--- config.mk ---
export PLATFORM = sky130hd
export DESIGN_NAME = dual_level_interrupt_controller
export DESIGN_NICKNAME = d
export VERILOG_FILES = /design/src/common/dual_irq_pkg.sv /design/src/verilog/irq_level_mask.sv /design/src/verilog/event_status.sv /design/src/verilog/dual_level_interrupt_controller.sv
export SDC_FILE = /design/constraint.sdc
export NUM_CORES = 1
export LEC_CHECK = 0
export BUFFER_PORTS_ARGS = -buffer_cell sky130_fd_sc_hd__buf_2
export CAP_MARGIN = 10
export CORE_ASPECT_RATIO = 1.5
export CORE_MARGIN = 10
export CORE_UTILIZATION = 35
export CTS_BUF_LIST = sky130_fd_sc_hd__clkbuf_4 sky130_fd_sc_hd__clkbuf_8
export DETAILED_ROUTE_END_ITERATION = 16
export SYNTH_ARGS = -nofsm -noshare
export SYNTH_HDL_FRONTEND = slang
export SYNTH_SLANG_ARGS = --single-unit
export TNS_END_PERCENT = 50
--- constraint.sdc ---
create_clock -name sys_clk_i -period 2.3 [get_ports sys_clk_i]
set_input_delay 0.46 -clock sys_clk_i [delete_from_list [all_inputs] [get_ports sys_clk_i]]
set_output_delay 0.46 -clock sys_clk_i [all_outputs]
set_load 0.05 [all_outputs]
--- src/common/dual_irq_pkg.sv ---
package dual_irq_pkg;

    // =====================================================================
    // Widths
    // =====================================================================
    localparam int unsigned ADDR_W = 32;
    localparam int unsigned DATA_W = 32;
    localparam int unsigned EVT_W  = 2;

    // =====================================================================
    // Register byte addresses
    // =====================================================================
    localparam logic [ADDR_W-1:0] NORMAL_MASKED_STATUS_ADDR     = 32'hffff_0000;
    localparam logic [ADDR_W-1:0] NORMAL_RAW_SOURCE_STATUS_ADDR = 32'hffff_0004;
    localparam logic [ADDR_W-1:0] NORMAL_ENABLE_MASK_ADDR       = 32'hffff_0008;
    localparam logic [ADDR_W-1:0] NORMAL_MASK_CLEAR_ADDR        = 32'hffff_000c;
    localparam logic [ADDR_W-1:0] FAST_MASKED_STATUS_ADDR       = 32'hffff_0020;
    localparam logic [ADDR_W-1:0] FAST_RAW_SOURCE_STATUS_ADDR   = 32'hffff_0024;
    localparam logic [ADDR_W-1:0] FAST_ENABLE_MASK_ADDR         = 32'hffff_0028;
    localparam logic [ADDR_W-1:0] FAST_MASK_CLEAR_ADDR          = 32'hffff_002c;
    localparam logic [ADDR_W-1:0] PROGRAMMED_INTERRUPT_CFG_ADDR = 32'hffff_0030;
    localparam logic [ADDR_W-1:0] EVENT_STATUS_ADDR             = 32'hffff_0034;
    localparam logic [ADDR_W-1:0] EVENT_MASK_ADDR               = 32'hffff_0038;

    // =====================================================================
    // Field positions
    // =====================================================================
    localparam int unsigned FAST_OR_BIT  = 0;
    localparam int unsigned SW_IRQ_BIT   = 1;
    localparam int unsigned SWI_NORM_BIT = 1;
    localparam int unsigned SWI_FAST_BIT = 2;
    localparam int unsigned EVT_NORM_BIT = 0;
    localparam int unsigned EVT_FAST_BIT = 1;

    // Peripheral sources on bits 2..19, bit 15 reserved
    localparam logic [DATA_W-1:0] SRC_IMPL_MASK = 32'h000f_7ffc;

    // =====================================================================
    // Reset values
    // =====================================================================
    localparam logic [DATA_W-1:0] ENABLE_RST = 32'h0000_0000;
    localparam logic [DATA_W-1:0] SWI_RST    = 32'h0000_0000;
    localparam logic [EVT_W-1:0]  EVT_RST    = 2'h0;

    // =====================================================================
    // Carriers
    // =====================================================================
    typedef struct packed {
        logic [ADDR_W-1:0] addr;
        logic [DATA_W-1:0] wdata;
        logic              wr;
        logic              rd;
    } bus_req_t;

    typedef struct packed {
        logic normal;
        logic fast;
    } irq_req_t;

endpackage : dual_irq_pkg

--- src/verilog/irq_level_mask.sv ---
`timescale 1ns/1ns
module irq_level_mask #(
    parameter logic [31:0] IMPL_MASK = 32'h000f_7ffc,
    parameter logic [31:0] RST_VAL   = 32'h0000_0000
) (
    input  wire logic        sys_clk_i,
    input  wire logic        rst_n_i,
    input  wire logic        set_stb_i,
    input  wire logic        clr_stb_i,
    input  wire logic        cross_stb_i,
    input  wire logic [31:0] wdata_i,
    output logic      [31:0] enable_o
);

    // =====================================================================
    // Enable mask: write-one-set, write-one-clear, cleared by other level
    // =====================================================================
    logic [31:0] enable_r;
    logic [31:0] enable_nxt;

    always_comb
    begin
        enable_nxt = enable_r;
        if (set_stb_i)
        begin
            enable_nxt = enable_r | (wdata_i & IMPL_MASK);
        end
        else if (clr_stb_i)
        begin
            enable_nxt = enable_r & ~wdata_i;
        end
        else if (cross_stb_i)
        begin
            enable_nxt = enable_r & ~(wdata_i & IMPL_MASK);
        end
    end

    always_ff @(posedge sys_clk_i)
    begin
        if (!rst_n_i)
        begin
            enable_r <= RST_VAL;
        end
        else
        begin
            enable_r <= enable_nxt;
        end
    end

    assign enable_o = enable_r;

endmodule : irq_level_mask

--- src/verilog/event_status.sv ---
`timescale 1ns/1ns
module event_status #(
    parameter int unsigned          W       = 2,
    parameter logic        [W-1:0] RST_VAL = '0
) (
    input  wire logic         sys_clk_i,
    input  wire logic         rst_n_i,
    input  wire logic [W-1:0] event_i,
    input  wire logic         status_wr_i,
    input  wire logic         mask_wr_i,
    input  wire logic [W-1:0] wdata_i,
    output logic      [W-1:0] status_o,
    output logic      [W-1:0] mask_o,
    output logic              irq_o
);

    logic [W-1:0] status_r;
    logic [W-1:0] mask_r;

    // =====================================================================
    // Sticky status, write one to clear; a new event wins over the clear
    // =====================================================================
    always_ff @(posedge sys_clk_i)
    begin
        if (!rst_n_i)
        begin
            status_r <= RST_VAL;
        end
        else
        begin
            status_r <= (status_r & ~(status_wr_i ? wdata_i : '0)) | event_i;
        end
    end

    always_ff @(posedge sys_clk_i)
    begin
        if (!rst_n_i)
        begin
            mask_r <= RST_VAL;
        end
        else if (mask_wr_i)
        begin
            mask_r <= wdata_i;
        end
    end

    assign status_o = status_r;
    assign mask_o   = mask_r;
    assign irq_o    = |(status_r & mask_r);

endmodule : event_status

--- src/verilog/dual_level_interrupt_controller.sv ---
`timescale 1ns/1ns
// Behaviour
// Normal request is OR of normal masked status
// Normal masked bit needs source and enable
// No priority encoder, no vector
// Raw status follows peripheral request, read-only
// Write one enables; zero does nothing
// Mask-clear ones clear enables, others kept
// Fast level mirrors the normal level
// Fast request OR, also bit 0 both sets
// Fast enable write clears normal enable bit
// Normal enable write clears fast enable bit
// Source may be disabled in both masks
// Software interrupts bypass enable masks
// Config bit 2 drives fast bit 1
// Config bit 1 drives normal bit 1
// Sources hold request past minimum latency
// Bit map: 0 fast OR, 1 software, 2..19
// Mask-clear reads zero; status writes ignored
module dual_level_interrupt_controller #(
    parameter logic [31:0] SRC_MASK = dual_irq_pkg::SRC_IMPL_MASK
) (
    input  wire logic                                sys_clk_i,
    input  wire logic                                rst_n_i,
    input  wire dual_irq_pkg::bus_req_t              bus_req_i,
    output logic        [dual_irq_pkg::DATA_W-1:0]   bus_rdata_o,
    input  wire logic   [31:0]                       src_req_i,
    output dual_irq_pkg::irq_req_t                   core_req_o,
    output logic                                     evt_irq_o
);

    // =====================================================================
    // Write decode
    // =====================================================================
    logic        wr_norm_en;
    logic        wr_norm_clr;
    logic        wr_fast_en;
    logic        wr_fast_clr;
    logic        wr_swi;
    logic        wr_evt_sts;
    logic        wr_evt_msk;
    logic [31:0] wdata;

    assign wdata = bus_req_i.wdata;

    always_comb
    begin
        wr_norm_en  = 1'b0;
        wr_norm_clr = 1'b0;
        wr_fast_en  = 1'b0;
        wr_fast_clr = 1'b0;
        wr_swi      = 1'b0;
        wr_evt_sts  = 1'b0;
        wr_evt_msk  = 1'b0;
        if (!bus_req_i.wr)
        begin
            wr_swi = 1'b0;
        end
        else if (bus_req_i.addr == dual_irq_pkg::NORMAL_ENABLE_MASK_ADDR)
        begin
            wr_norm_en = 1'b1;
        end
        else if (bus_req_i.addr == dual_irq_pkg::NORMAL_MASK_CLEAR_ADDR)
        begin
            wr_norm_clr = 1'b1;
        end
        else if (bus_req_i.addr == dual_irq_pkg::FAST_ENABLE_MASK_ADDR)
        begin
            wr_fast_en = 1'b1;
        end
        else if (bus_req_i.addr == dual_irq_pkg::FAST_MASK_CLEAR_ADDR)
        begin
            wr_fast_clr = 1'b1;
        end
        else if (bus_req_i.addr == dual_irq_pkg::PROGRAMMED_INTERRUPT_CFG_ADDR)
        begin
            wr_swi = 1'b1;
        end
        else if (bus_req_i.addr == dual_irq_pkg::EVENT_STATUS_ADDR)
        begin
            wr_evt_sts = 1'b1;
        end
        else if (bus_req_i.addr == dual_irq_pkg::EVENT_MASK_ADDR)
        begin
            wr_evt_msk = 1'b1;
        end
        // Masked and raw status registers are read-only: writes fall through unused
    end

    // =====================================================================
    // Raw source capture
    // =====================================================================
    // One register stage; a source shorter than a cycle may be missed
    logic [31:0] src_r;

    always_ff @(posedge sys_clk_i)
    begin
        if (!rst_n_i)
        begin
            src_r <= '0;
        end
        else
        begin
            src_r <= src_req_i & SRC_MASK;
        end
    end

    // =====================================================================
    // Programmed interrupt configuration
    // =====================================================================
    logic [31:0] swi_cfg_r;

    always_ff @(posedge sys_clk_i)
    begin
        if (!rst_n_i)
        begin
            swi_cfg_r <= dual_irq_pkg::SWI_RST;
        end
        else if (wr_swi)
        begin
            swi_cfg_r <= '0;
            swi_cfg_r[dual_irq_pkg::SWI_NORM_BIT] <= wdata[dual_irq_pkg::SWI_NORM_BIT];
            swi_cfg_r[dual_irq_pkg::SWI_FAST_BIT] <= wdata[dual_irq_pkg::SWI_FAST_BIT];
        end
    end

    // =====================================================================
    // Enable masks, mutually exclusive per source
    // =====================================================================
    logic [31:0] norm_en;
    logic [31:0] fast_en;

    irq_level_mask #(
        .IMPL_MASK (SRC_MASK),
        .RST_VAL   (dual_irq_pkg::ENABLE_RST)
    ) u_norm_mask (
        .sys_clk_i   (sys_clk_i),
        .rst_n_i     (rst_n_i),
        .set_stb_i   (wr_norm_en),
        .clr_stb_i   (wr_norm_clr),
        .cross_stb_i (wr_fast_en),
        .wdata_i     (wdata),
        .enable_o    (norm_en)
    );

    irq_level_mask #(
        .IMPL_MASK (SRC_MASK),
        .RST_VAL   (dual_irq_pkg::ENABLE_RST)
    ) u_fast_mask (
        .sys_clk_i   (sys_clk_i),
        .rst_n_i     (rst_n_i),
        .set_stb_i   (wr_fast_en),
        .clr_stb_i   (wr_fast_clr),
        .cross_stb_i (wr_norm_en),
        .wdata_i     (wdata),
        .enable_o    (fast_en)
    );

    // =====================================================================
    // Raw and masked status views
    // =====================================================================
    logic [31:0] fast_raw;
    logic [31:0] fast_masked;
    logic [31:0] norm_raw;
    logic [31:0] norm_masked;
    logic        fast_or;

    always_comb
    begin
        fast_raw    = src_r;
        fast_masked = src_r & fast_en;
        fast_raw[dual_irq_pkg::SW_IRQ_BIT]    = swi_cfg_r[dual_irq_pkg::SWI_FAST_BIT];
        fast_masked[dual_irq_pkg::SW_IRQ_BIT] = swi_cfg_r[dual_irq_pkg::SWI_FAST_BIT];
        fast_or = |fast_masked[31:1];
        fast_raw[dual_irq_pkg::FAST_OR_BIT]    = fast_or;
        fast_masked[dual_irq_pkg::FAST_OR_BIT] = fast_or;
    end

    always_comb
    begin
        norm_raw    = src_r;
        norm_masked = src_r & norm_en;
        norm_raw[dual_irq_pkg::SW_IRQ_BIT]    = swi_cfg_r[dual_irq_pkg::SWI_NORM_BIT];
        norm_masked[dual_irq_pkg::SW_IRQ_BIT] = swi_cfg_r[dual_irq_pkg::SWI_NORM_BIT];
        norm_raw[dual_irq_pkg::FAST_OR_BIT]   = fast_or;
    end

    // =====================================================================
    // Requests to the core: plain OR, no priority or vector
    // =====================================================================
    dual_irq_pkg::irq_req_t req_r;

    always_ff @(posedge sys_clk_i)
    begin
        if (!rst_n_i)
        begin
            req_r <= '0;
        end
        else
        begin
            req_r.normal <= |norm_masked;
            req_r.fast   <= fast_or;
        end
    end

    assign core_req_o = req_r;

    // =====================================================================
    // Event status: rising edges of each request
    // =====================================================================
    logic [dual_irq_pkg::EVT_W-1:0] evt_pulse;
    logic [dual_irq_pkg::EVT_W-1:0] evt_sts;
    logic [dual_irq_pkg::EVT_W-1:0] evt_msk;

    always_comb
    begin
        evt_pulse = '0;
        evt_pulse[dual_irq_pkg::EVT_NORM_BIT] = (|norm_masked) & ~req_r.normal;
        evt_pulse[dual_irq_pkg::EVT_FAST_BIT] = fast_or & ~req_r.fast;
    end

    event_status #(
        .W       (dual_irq_pkg::EVT_W),
        .RST_VAL (dual_irq_pkg::EVT_RST)
    ) u_evt (
        .sys_clk_i   (sys_clk_i),
        .rst_n_i     (rst_n_i),
        .event_i     (evt_pulse),
        .status_wr_i (wr_evt_sts),
        .mask_wr_i   (wr_evt_msk),
        .wdata_i     (wdata[dual_irq_pkg::EVT_W-1:0]),
        .status_o    (evt_sts),
        .mask_o      (evt_msk),
        .irq_o       (evt_irq_o)
    );

    // =====================================================================
    // Read path, data one cycle after the strobe
    // =====================================================================
    logic [31:0] rdata_nxt;
    logic [31:0] rdata_r;

    always_comb
    begin
        rdata_nxt = '0;
        if (!bus_req_i.rd)
        begin
            rdata_nxt = '0;
        end
        else if (bus_req_i.addr == dual_irq_pkg::NORMAL_MASKED_STATUS_ADDR)
        begin
            rdata_nxt = norm_masked;
        end
        else if (bus_req_i.addr == dual_irq_pkg::NORMAL_RAW_SOURCE_STATUS_ADDR)
        begin
            rdata_nxt = norm_raw;
        end
        else if (bus_req_i.addr == dual_irq_pkg::NORMAL_ENABLE_MASK_ADDR)
        begin
            rdata_nxt = norm_en;
        end
        else if (bus_req_i.addr == dual_irq_pkg::FAST_MASKED_STATUS_ADDR)
        begin
            rdata_nxt = fast_masked;
        end
        else if (bus_req_i.addr == dual_irq_pkg::FAST_RAW_SOURCE_STATUS_ADDR)
        begin
            rdata_nxt = fast_raw;
        end
        else if (bus_req_i.addr == dual_irq_pkg::FAST_ENABLE_MASK_ADDR)
        begin
            rdata_nxt = fast_en;
        end
        else if (bus_req_i.addr == dual_irq_pkg::PROGRAMMED_INTERRUPT_CFG_ADDR)
        begin
            rdata_nxt = swi_cfg_r;
        end
        else if (bus_req_i.addr == dual_irq_pkg::EVENT_STATUS_ADDR)
        begin
            rdata_nxt = {30'h0000_0000, evt_sts};
        end
        else if (bus_req_i.addr == dual_irq_pkg::EVENT_MASK_ADDR)
        begin
            rdata_nxt = {30'h0000_0000, evt_msk};
        end
        // Mask-clear and unmapped addresses read zero
    end

    always_ff @(posedge sys_clk_i)
    begin
        if (!rst_n_i)
        begin
            rdata_r <= '0;
        end
        else
        begin
            rdata_r <= rdata_nxt;
        end
    end

    assign bus_rdata_o = rdata_r;

endmodule : dual_level_interrupt_controller

== Word-level counts from Yosys, hierarchy flattened ==
Index checks and enable logic that the tools add are counted.

* Equal/unequal tests: 11
* Bitwise gates (word level): 18
* Shift-type cells: 0
* Multiplexer cells: 51
* Reductions and logical operators: 6
* Add/sub/neg operators: 0
* $lt $le $gt $ge: 0
* Divide/modulo/power cells: 0
* Multiply operators: 0

{| class="wikitable"
|+ Operator list
! cell !! count
|-
| 32-bit 2-to-1 mux || 12
|-
| 32-bit == test, second input constant || 11
|-
| 32-bit AND || 6
|-
| 32-bit by 20-bit OR with 32-bit output || 2
|-
| 1-bit 2-to-1 mux || 35
|-
| 20-bit inverter with 32-bit output || 1
|-
| 32-bit inverter || 1
|-
| 32-bit OR reduction || 1
|-
| 31-bit OR reduction || 1
|-
| 2-bit 2-to-1 mux || 3
|-
| 3-bit nonzero test || 2
|-
| 2-bit AND || 2
|-
| 3-bit 2-to-1 mux || 1
|-
| 1-bit AND || 2
|-
| 1-bit inverter || 2
|-
| 2-bit inverter || 1
|-
| 2-bit OR || 1
|-
| 2-bit AND reduction || 1
|-
| 2-bit OR reduction || 1
|}

* Input port bits: 100
* Register bits after elaboration: 136
* Word-level logic and storage cells: 96
* Bits in read-only memories: 0
* RAM bits: 0
* Latch bits: 0
* Memories kept: 0

== Logic depth before layout (Yosys ltp) ==
Gate-level depths: netlist (run 1).

* Depth after elaboration: 12
* Gate-level depth with buffers: 8

== Modules after synthesis ==
From an unflattened synthesis (run 1), not the netlist that was laid out.

* Cells, all modules: 576
* Area, all modules: 5511.5 sq um

{| class="wikitable"
|+ By module, submodules not included
! module !! cells each !! times used !! sequential area each (sq um) !! area each (sq um)
|-
| dual_level_interrupt_controller || 317 || 1 || 1061.0 || 2815.2
|-
| irq_level_mask || 122 || 2 || 640.6 || 1272.5
|-
| event_status || 15 || 1 || 80.1 || 151.4
|}

== Worst setup path before layout (run 1) ==
No wires, ideal clock.

* Kind: input port to flip-flop
* Start point: input bus_req_i[52] in the netlist's numbering
* End point: register u_norm_mask.enable_r[12] (netlist: u_norm_mask.enable_o[12])
* Data required time: 2185 ps
* Slack: 157 ps
* Path buffers: 2
* Stages: 7
* Setup time: 115 ps
* Data arrival time: 2028 ps
* Cell sequence: nand4_1 -> or4_1 -> buf_6 -> nor4_4 -> buf_6 -> a21oi_1 -> o21a_1

* Cells in the longest elaborated chain, start to end: 6
* Elaborated cells on any way between the ends: 15

{| class="wikitable"
|+ Ends and longest elaborated chain
! element !! RTL line !! RTL
|-
| start, declared || dual_level_interrupt_controller.sv:25 || <nowiki>input wire dual_irq_pkg::bus_req_t bus_req_i,</nowiki>
|-
| 32-bit == test, on equally long branches || dual_level_interrupt_controller.sv:67, dual_level_interrupt_controller.sv:63 ||
|-
| 1-bit 2-to-1 mux, on equally long branches || dual_level_interrupt_controller.sv:67, dual_level_interrupt_controller.sv:63 ||
|-
| 1-bit 2-to-1 mux, on equally long branches || dual_level_interrupt_controller.sv:63, dual_level_interrupt_controller.sv:59 ||
|-
| 1-bit 2-to-1 mux, on equally long branches || dual_level_interrupt_controller.sv:59, dual_level_interrupt_controller.sv:55 ||
|-
| 1-bit 2-to-1 mux or 32-bit 2-to-1 mux (tied branches) || dual_level_interrupt_controller.sv:55, irq_level_mask.sv:28 ||
|-
| 3-bit nonzero test (no source line) or 32-bit 2-to-1 mux (tied branches) || - ||
|-
| end signal, assigned || irq_level_mask.sv:46 || <nowiki>enable_r <= enable_nxt;</nowiki>
|-
| end, declared || irq_level_mask.sv:18 || <nowiki>logic [31:0] enable_r;</nowiki>
|}

Several ways; a longest one is shown, not always the timed one.
A chain may end at the register's enable or synchronous reset.

== Final worst setup path (run 1) ==
* Start point: input bus_req_i[52] in the netlist's numbering
* End point: register rdata_r[6] (netlist: bus_rdata_o[6])

* Cells in the longest elaborated chain, start to end: 7
* Elaborated cells on any way between the ends: 12

{| class="wikitable"
|+ Ends and longest elaborated chain
! element !! RTL line !! RTL
|-
| 32-bit == test || dual_level_interrupt_controller.sv:270 || <nowiki>else if (bus_req_i.addr == dual_irq_pkg::FAST_ENABLE_MASK_ADDR)</nowiki>
|-
| 32-bit 2-to-1 mux || dual_level_interrupt_controller.sv:270 ||
|-
| 32-bit 2-to-1 mux || dual_level_interrupt_controller.sv:266 || <nowiki>else if (bus_req_i.addr == dual_irq_pkg::FAST_RAW_SOURCE_STATUS_ADDR)</nowiki>
|-
| 32-bit 2-to-1 mux || dual_level_interrupt_controller.sv:262 || <nowiki>else if (bus_req_i.addr == dual_irq_pkg::FAST_MASKED_STATUS_ADDR)</nowiki>
|-
| 32-bit 2-to-1 mux || dual_level_interrupt_controller.sv:258 || <nowiki>else if (bus_req_i.addr == dual_irq_pkg::NORMAL_ENABLE_MASK_ADDR)</nowiki>
|-
| 32-bit 2-to-1 mux || dual_level_interrupt_controller.sv:254 || <nowiki>else if (bus_req_i.addr == dual_irq_pkg::NORMAL_RAW_SOURCE_STATUS_ADDR)</nowiki>
|-
| 32-bit 2-to-1 mux (*) || dual_level_interrupt_controller.sv:250 || <nowiki>else if (bus_req_i.addr == dual_irq_pkg::NORMAL_MASKED_STATUS_ADDR)</nowiki>
|-
| end signal, assigned || dual_level_interrupt_controller.sv:297 || <nowiki>rdata_r <= rdata_nxt;</nowiki>
|-
| end, declared || dual_level_interrupt_controller.sv:241 || <nowiki>logic [31:0] rdata_r;</nowiki>
|}

Every way passes the cells marked *; elsewhere a longest branch is shown, timed or not.

==> out/results.txt, run 1 <==
cell count after synthesis - 540
post-CTS sizing - 0
Sequential Power Share - 47.8%
drt first pass iters - 5
#FFs+latches synth - 121
worst setup path class - in -> reg
Worst R2R Start - src_r[16]
wire per inst - 17.9 um
CP startpoint - bus_req_i[52]
share of cells above drive strength 1 - 30.6%
worst hold path class - in -> reg
TNS Setup - 0 ns
num ports - 135
cell area after layout - 6430 um2
Vias/cell - 5.29
Initial Utilization - 35.5%
maximum vdd drop - 0.405 mV
Post-Syn Nets - 640
Clock Path Buffers - 2
Synthesis Warnings - 0
hold bufs inserted after CTS - 0
pwr/cell area - 692 nW/um2
critical-path cell list - buf_2 > nand4_1 > or4_1 > buf_4 > nor4_4 > o211ai_4 > buf_12 > nor3_1
Syn-to-layout area delta - 29.3%
most frequent cells in the layout - dfxtp_1, buf_2, a21oi_1
n_diodes - 0
CP max-delay cell - or4_1
Mapped Area - 4970 um2
I/O Buffers - 119
Seq/Total Area, Yosys - 48.7%
Inst Count DP - 857
reg2reg end - u_evt.status_o[0]
status - completed
Worst Setup EP - bus_rdata_o[6]
crit path max fanout - 15
Clock Skew - 0.0113 ns
Leak - 2.83 nW
vias in the first global route - 4934
pre-CTS WS - -0.0937 ns
Iter 0 DRT Violations - 236
Die Ht - 166 um
initial antenna violation count - 0
Max Freq - 522 MHz
WP data arrival - 2.25 ns
Tot GR Track Use - 16.4%
die area - 19500 um2
fin util - 45.9%
Fillers - 1375
RSZ-0062 raised after global routing - false
post-synth top area cell - dfxtp_1
ys flop type - dfxtp_1
placed instance area - 5990 um2
RePlAce Congestion - 0.869
peak per-stage delay on the critical path - 0.53 ns
Clk Tree Root Cell - clkbuf_8
Slew Viols, Final - 0
routed vias - 4706
sw frac - 24.8%
Int Power - 3.35 mW
Final period util - 83.3%
core area - 14000 um2
Hold WS - 0.201 ns
total wire length - 15900 um
Crit path max-delay family - simple AND/OR/NAND/NOR gates
Reg clk slew, reported paths - 0.08 ns
Worst-Margin Slew - 0.505 ns
largest net degree at the start of global routing - 36
async set or reset register ratio after synthesis - 0%
Final ANT Viol Nets - 0
critical path depth in cells - 8
Area contributors post-synth - dfxtp_1, a21oi_1, nand2_1
Worst-Skew Late Latency - 0.43 ns
Nets - 784
Power, Total - 4.45 mW
slew margin rel. - 66.3%
CTS Sinks - 121
share of the synthesized area in the top cell type - 48.7%
grt ovf - 0
Critical Path RT - 2.63 ns
P_sw - 1.10 mW
Avg Inst Size Synth - 9.20 um2
detailed placement HPWL - 11800 um
postcts setup bufs - 0
CTS tree - built
Die Width - 117 um
Final setup viols - 0
Core Rows - 53
startpoint types - primary input
htree depth - 4
max-cap violations - 0
cells on worst reg2reg path - 5
first-pass GRT wire length - 25300 um
commonest non-fill, non-tap cell in the layout - dfxtp_1
Reg2Reg Setup Slack - 0.57 ns
number of synthesized flops with an enable pin - 0
unique cell type count in the Yosys netlist - 54
final std cells w/o fill - 889
Num CTS Buffers - 17
clock power share - 46.3%
Comb pwr share - 5.8%
Post-route DRC - 0
WP buf/inv - 3
min Tclk post-route - 1.92 ns
worst setup margin - 0.384 ns
Hold Vio Cnt, Final - 0
Worst Setup End Kind - register
## cells by family (layout without fill, tap and decap cells)
group	count (synthesis)	after routing	share of synthesized area, %
AOI/OAI and AO/OA	190	190	24.5
xor gates and xnor gates	1	1	0.176
buffers and inverters	37	194	3.60
DFF	121	121	48.7
muxes	5	5	1.01
and+or+nand+nor	186	186	22.0
## final cells by class
| type | count | area, um2 | area share (%) |
|---|---|---|---|
| sequential | 121 | 2420 | 37.7 |
| multi-input combinational | 382 | 2370 | 36.9 |
| timing repair buffer | 154 | 933 | 14.5 |
| clock buffer | 18 | 248 | 3.86 |
| tap | 192 | 240 | 3.74 |
| clock inverter | 14 | 184 | 2.86 |
| inverter | 8 | 30.0 | 0.467 |
## cells in the mapped netlist (all sizes together) (2+ instances only)
| master | n |
|---|---|
| and2 | 20 |
| nor4 | 10 |
| nor4b | 2 |
| o21a | 17 |
| o21ai | 24 |
| nand4 | 11 |
| nand3 | 4 |
| and3 | 7 |
| a21o | 18 |
| nor3 | 20 |
| inv | 8 |
| o22ai | 19 |
| nand2b | 3 |
| a22o | 8 |
| clkbuf | 17 |
| o211ai | 3 |
| a22oi | 16 |
| nor2 | 38 |
| or3 | 2 |
| mux2i | 5 |
| a21oi | 69 |
| nand2 | 59 |
| buf | 12 |
| a221oi | 7 |
| dfxtp | 121 |
| or4 | 4 |
## worst min-delay path by stage
stage | start | end | cells past startpoint
finish | bus_req_i[26] | u_fast_mask.enable_o[24] | 2
global route | bus_req_i[22] | u_fast_mask.enable_o[20] | 2
CTS | bus_req_i[22] | u_norm_mask.enable_o[20] | 2
detailed placement | u_fast_mask.enable_o[31] | u_fast_mask.enable_o[31] | 2
global placement | u_fast_mask.enable_o[25] | u_fast_mask.enable_o[25] | 2
floorplan | u_norm_mask.enable_o[0] | u_norm_mask.enable_o[0] | 2
## power groups by stage
stage / registers (mW) / clock network, mW / logic (mW)
after global routing: 2.13 / 2.19 / 0.286
after CTS: 2.13 / 2.10 / 0.259
after floorplan: 2.17 / 0 / 0.112
after global placement: 2.18 / 0 / 0.251
final: 2.13 / 2.06 / 0.259
after detailed placement: 2.18 / 0 / 0.257
## registers in the layout, summed over array words and instances, names as in the netlist
| register | count |
|---|---|
| u_evt.status_o | 2 |
| u_fast_mask.enable_o | 32 |
| u_norm_mask.enable_o | 32 |
| core_req_o | 2 |
| swi_cfg_r | 2 |
| src_r | 17 |
| u_evt.mask_o | 2 |
| bus_rdata_o | 32 |
## routing by layer
metal  vias up  track usage, %  wire length (um)
met1      2240            17.5              6150
met4         0            6.58               297
met3        24            5.21              1120
li1       2272               -                 -
met2       170            28.8              8370
met5         -               0                 0
Power figures use the tool's default switching activity.
==> inputs of run 2 (changes only) <==
Clock period 2.3 ns to 1.8 ns, I/O delays scaled along.
==> run 2 against run 1 <==
Compared with the run above:
- register-to-register slack lost 0.45 ns
- power grew 22%
- utilization grew 1.8 points
- non-clock buffer count grew 35
- via count grew 3.6%
- sequential power grew 28%
- clock power grew 12%
- critical path depth shrank 1
- combinational power grew 46%
- wire length grew 3.7%
- hold slack lost 0.10 ns
- final area grew 3.9%
- largest power group unchanged
- highest routed layer unchanged
==> out/results.txt, run 2 (synthesis results as in run 1) <==
RePlAce Congestion - 0.970 (+12%)
maximum vdd drop - 0.487 mV (+20%)
Critical Path RT - 2.13 ns (-0.50 ns)
detailed placement HPWL - 12700 um (+7.7%)
critical-path cell list - buf_2 > nand4_1 > or4_1 > buf_4 > or4_4 > mux2i_1 > nor2_1
commonest non-fill, non-tap cell in the layout - dfxtp_1
Max Freq - 578 MHz
Final period util - 96.1%
num ports - 135 (unchanged)
hold_sp - bus_req_i[17]
Clk Tree Root Cell - clkbuf_8
Reg clk slew, reported paths - 0.08 ns (about the same)
Iter 0 DRT Violations - 225 (-4.7%)
Die Ht - 166 um (unchanged)
Reg2Reg Setup Slack - 0.12 ns (-0.45 ns)
max-cap violations - 0 (unchanged)
Final setup viols - 0 (unchanged)
grt ovf - 0 (unchanged)
slew margin rel. - 71.7% (+5.4 points)
worst hold path class - in -> reg
RSZ-0062 raised after global routing - false
Leak - 3.04 nW (+7.4%)
die area - 19500 um2 (unchanged)
startpoint types - primary input
share of cells above drive strength 1 - 34.0% (+3.5 points)
Syn-to-layout area delta - 34.3%
Clock Skew - 0.0110 ns (-0.000337 ns)
Worst-Margin Slew - 0.414 ns (-0.0912 ns)
htree depth - 4 (unchanged)
CP max-delay cell - or4_1
top sig layer - met4
cells on worst reg2reg path - 5 (unchanged)
Nets - 819 (+4.5%)
Post-route DRC - 0 (unchanged)
fin util - 47.7% (+1.8 points)
I/O Buffers - 119 (unchanged)
drt first pass iters - 5 (unchanged)
Worst Setup End Kind - register
n_diodes - 0 (unchanged)
Tot GR Track Use - 17.0% (+0.60 points)
initial antenna violation count - 0 (unchanged)
Num CTS Buffers - 17 (unchanged)
cell area after layout - 6680 um2 (+3.9%)
Worst-Skew Late Latency - 0.44 ns (about the same)
pwr/cell area - 810 nW/um2 (+17%)
postcts setup bufs - 0 (unchanged)
Core Rows - 53 (unchanged)
total wire length - 16500 um (+3.7%)
placed instance area - 6270 um2 (+4.6%)
core area - 14000 um2 (unchanged)
wire per inst - 17.9 um (-0.22%)
Hold WS - 0.0999 ns (-0.101 ns)
Initial Utilization - 35.5% (unchanged)
CTS tree - built
CTS Sinks - 121 (unchanged)
reg2reg end - u_evt.status_o[0]
Worst R2R Start - src_r[16]
routed wl met2 - 8950 um (+6.9%)
Vias/cell - 5.28 (-0.33%)
first-pass GRT wire length - 26100 um (+2.9%)
crit path max fanout - 6 (-9)
metal3 WL - 1080 um (-3.4%)
status - completed
post-CTS sizing - 0 (unchanged)
hold bufs inserted after CTS - 0 (unchanged)
Hold Vio Cnt, Final - 0 (unchanged)
Slew Viols, Final - 0 (unchanged)
peak per-stage delay on the critical path - 0.63 ns (+0.10 ns)
most frequent cells in the layout - dfxtp_1, buf_2, a21oi_1
Clock Path Buffers - 2 (unchanged)
min Tclk post-route - 1.73 ns
CP startpoint - bus_req_i[54]
Die Width - 117 um (unchanged)
vias in the first global route - 5045 (+2.2%)
largest net degree at the start of global routing - 36 (unchanged)
Final ANT Viol Nets - 0 (unchanged)
wl on met1 - 6160 um (+0.15%)
worst setup path class - in -> reg
routed vias - 4875 (+3.6%)
Worst Setup EP - u_evt.mask_o[1]
WP data arrival - 2.06 ns (-0.19 ns)
## run 2: worst min path at each step
stage                                     endpoint  slack, ns  cells past startpoint
after global placement    u_fast_mask.enable_o[15]       0.42                      2
after detailed placement  u_norm_mask.enable_o[31]       0.42                      2
after CTS                 u_norm_mask.enable_o[29]       0.08                      2
final                     u_norm_mask.enable_o[15]        0.1                      2
after floorplan            u_norm_mask.enable_o[0]       0.41                      2
after global routing      u_fast_mask.enable_o[20]       0.08                      2
## run 2: worst max-delay path, delay by kind of cell
kind,cells,cell delay (ns)
muxes,1,0.16
buffers and inverters,2,0.29
and+or+nand+nor,4,1.23
## run 2: power by group
part           total (mW)  switching (mW)  internal [mW]
combinational       0.378           0.207          0.171
clock                2.31            1.19           1.11
sequential           2.72          0.0226           2.70
## run 2: stage by stage
step           setup WS (ns)  power [mW]  TNS [ns]  cells
3_5_place_dp          -0.415        3.15    -29.91    888
2_1_floorplan         -0.161        2.92     -8.36    540
6_report              0.0701        5.40         0    924
5_1_grt              0.00720        5.61         0    924
4_1_cts               0.0679        5.46         0    920
3_3_place_gp          -0.373        3.15    -27.79    888
## run 2: area by class of cell
class	instances	area (um2)
fillers	1342	7320
multi-input cells	382	2400
well taps	192	240
inverters	8	30.0
flip-flops and latches	121	2420
clock buffers	17	234
clock inverters	15	143
repair buffers	189	1210
## run 2: layer usage
layer,vias up,global-route usage (%)
li1,2335,-
met1,2332,18.1
met2,181,30.7
met3,27,4.05
met4,0,7.23
met5,-,0
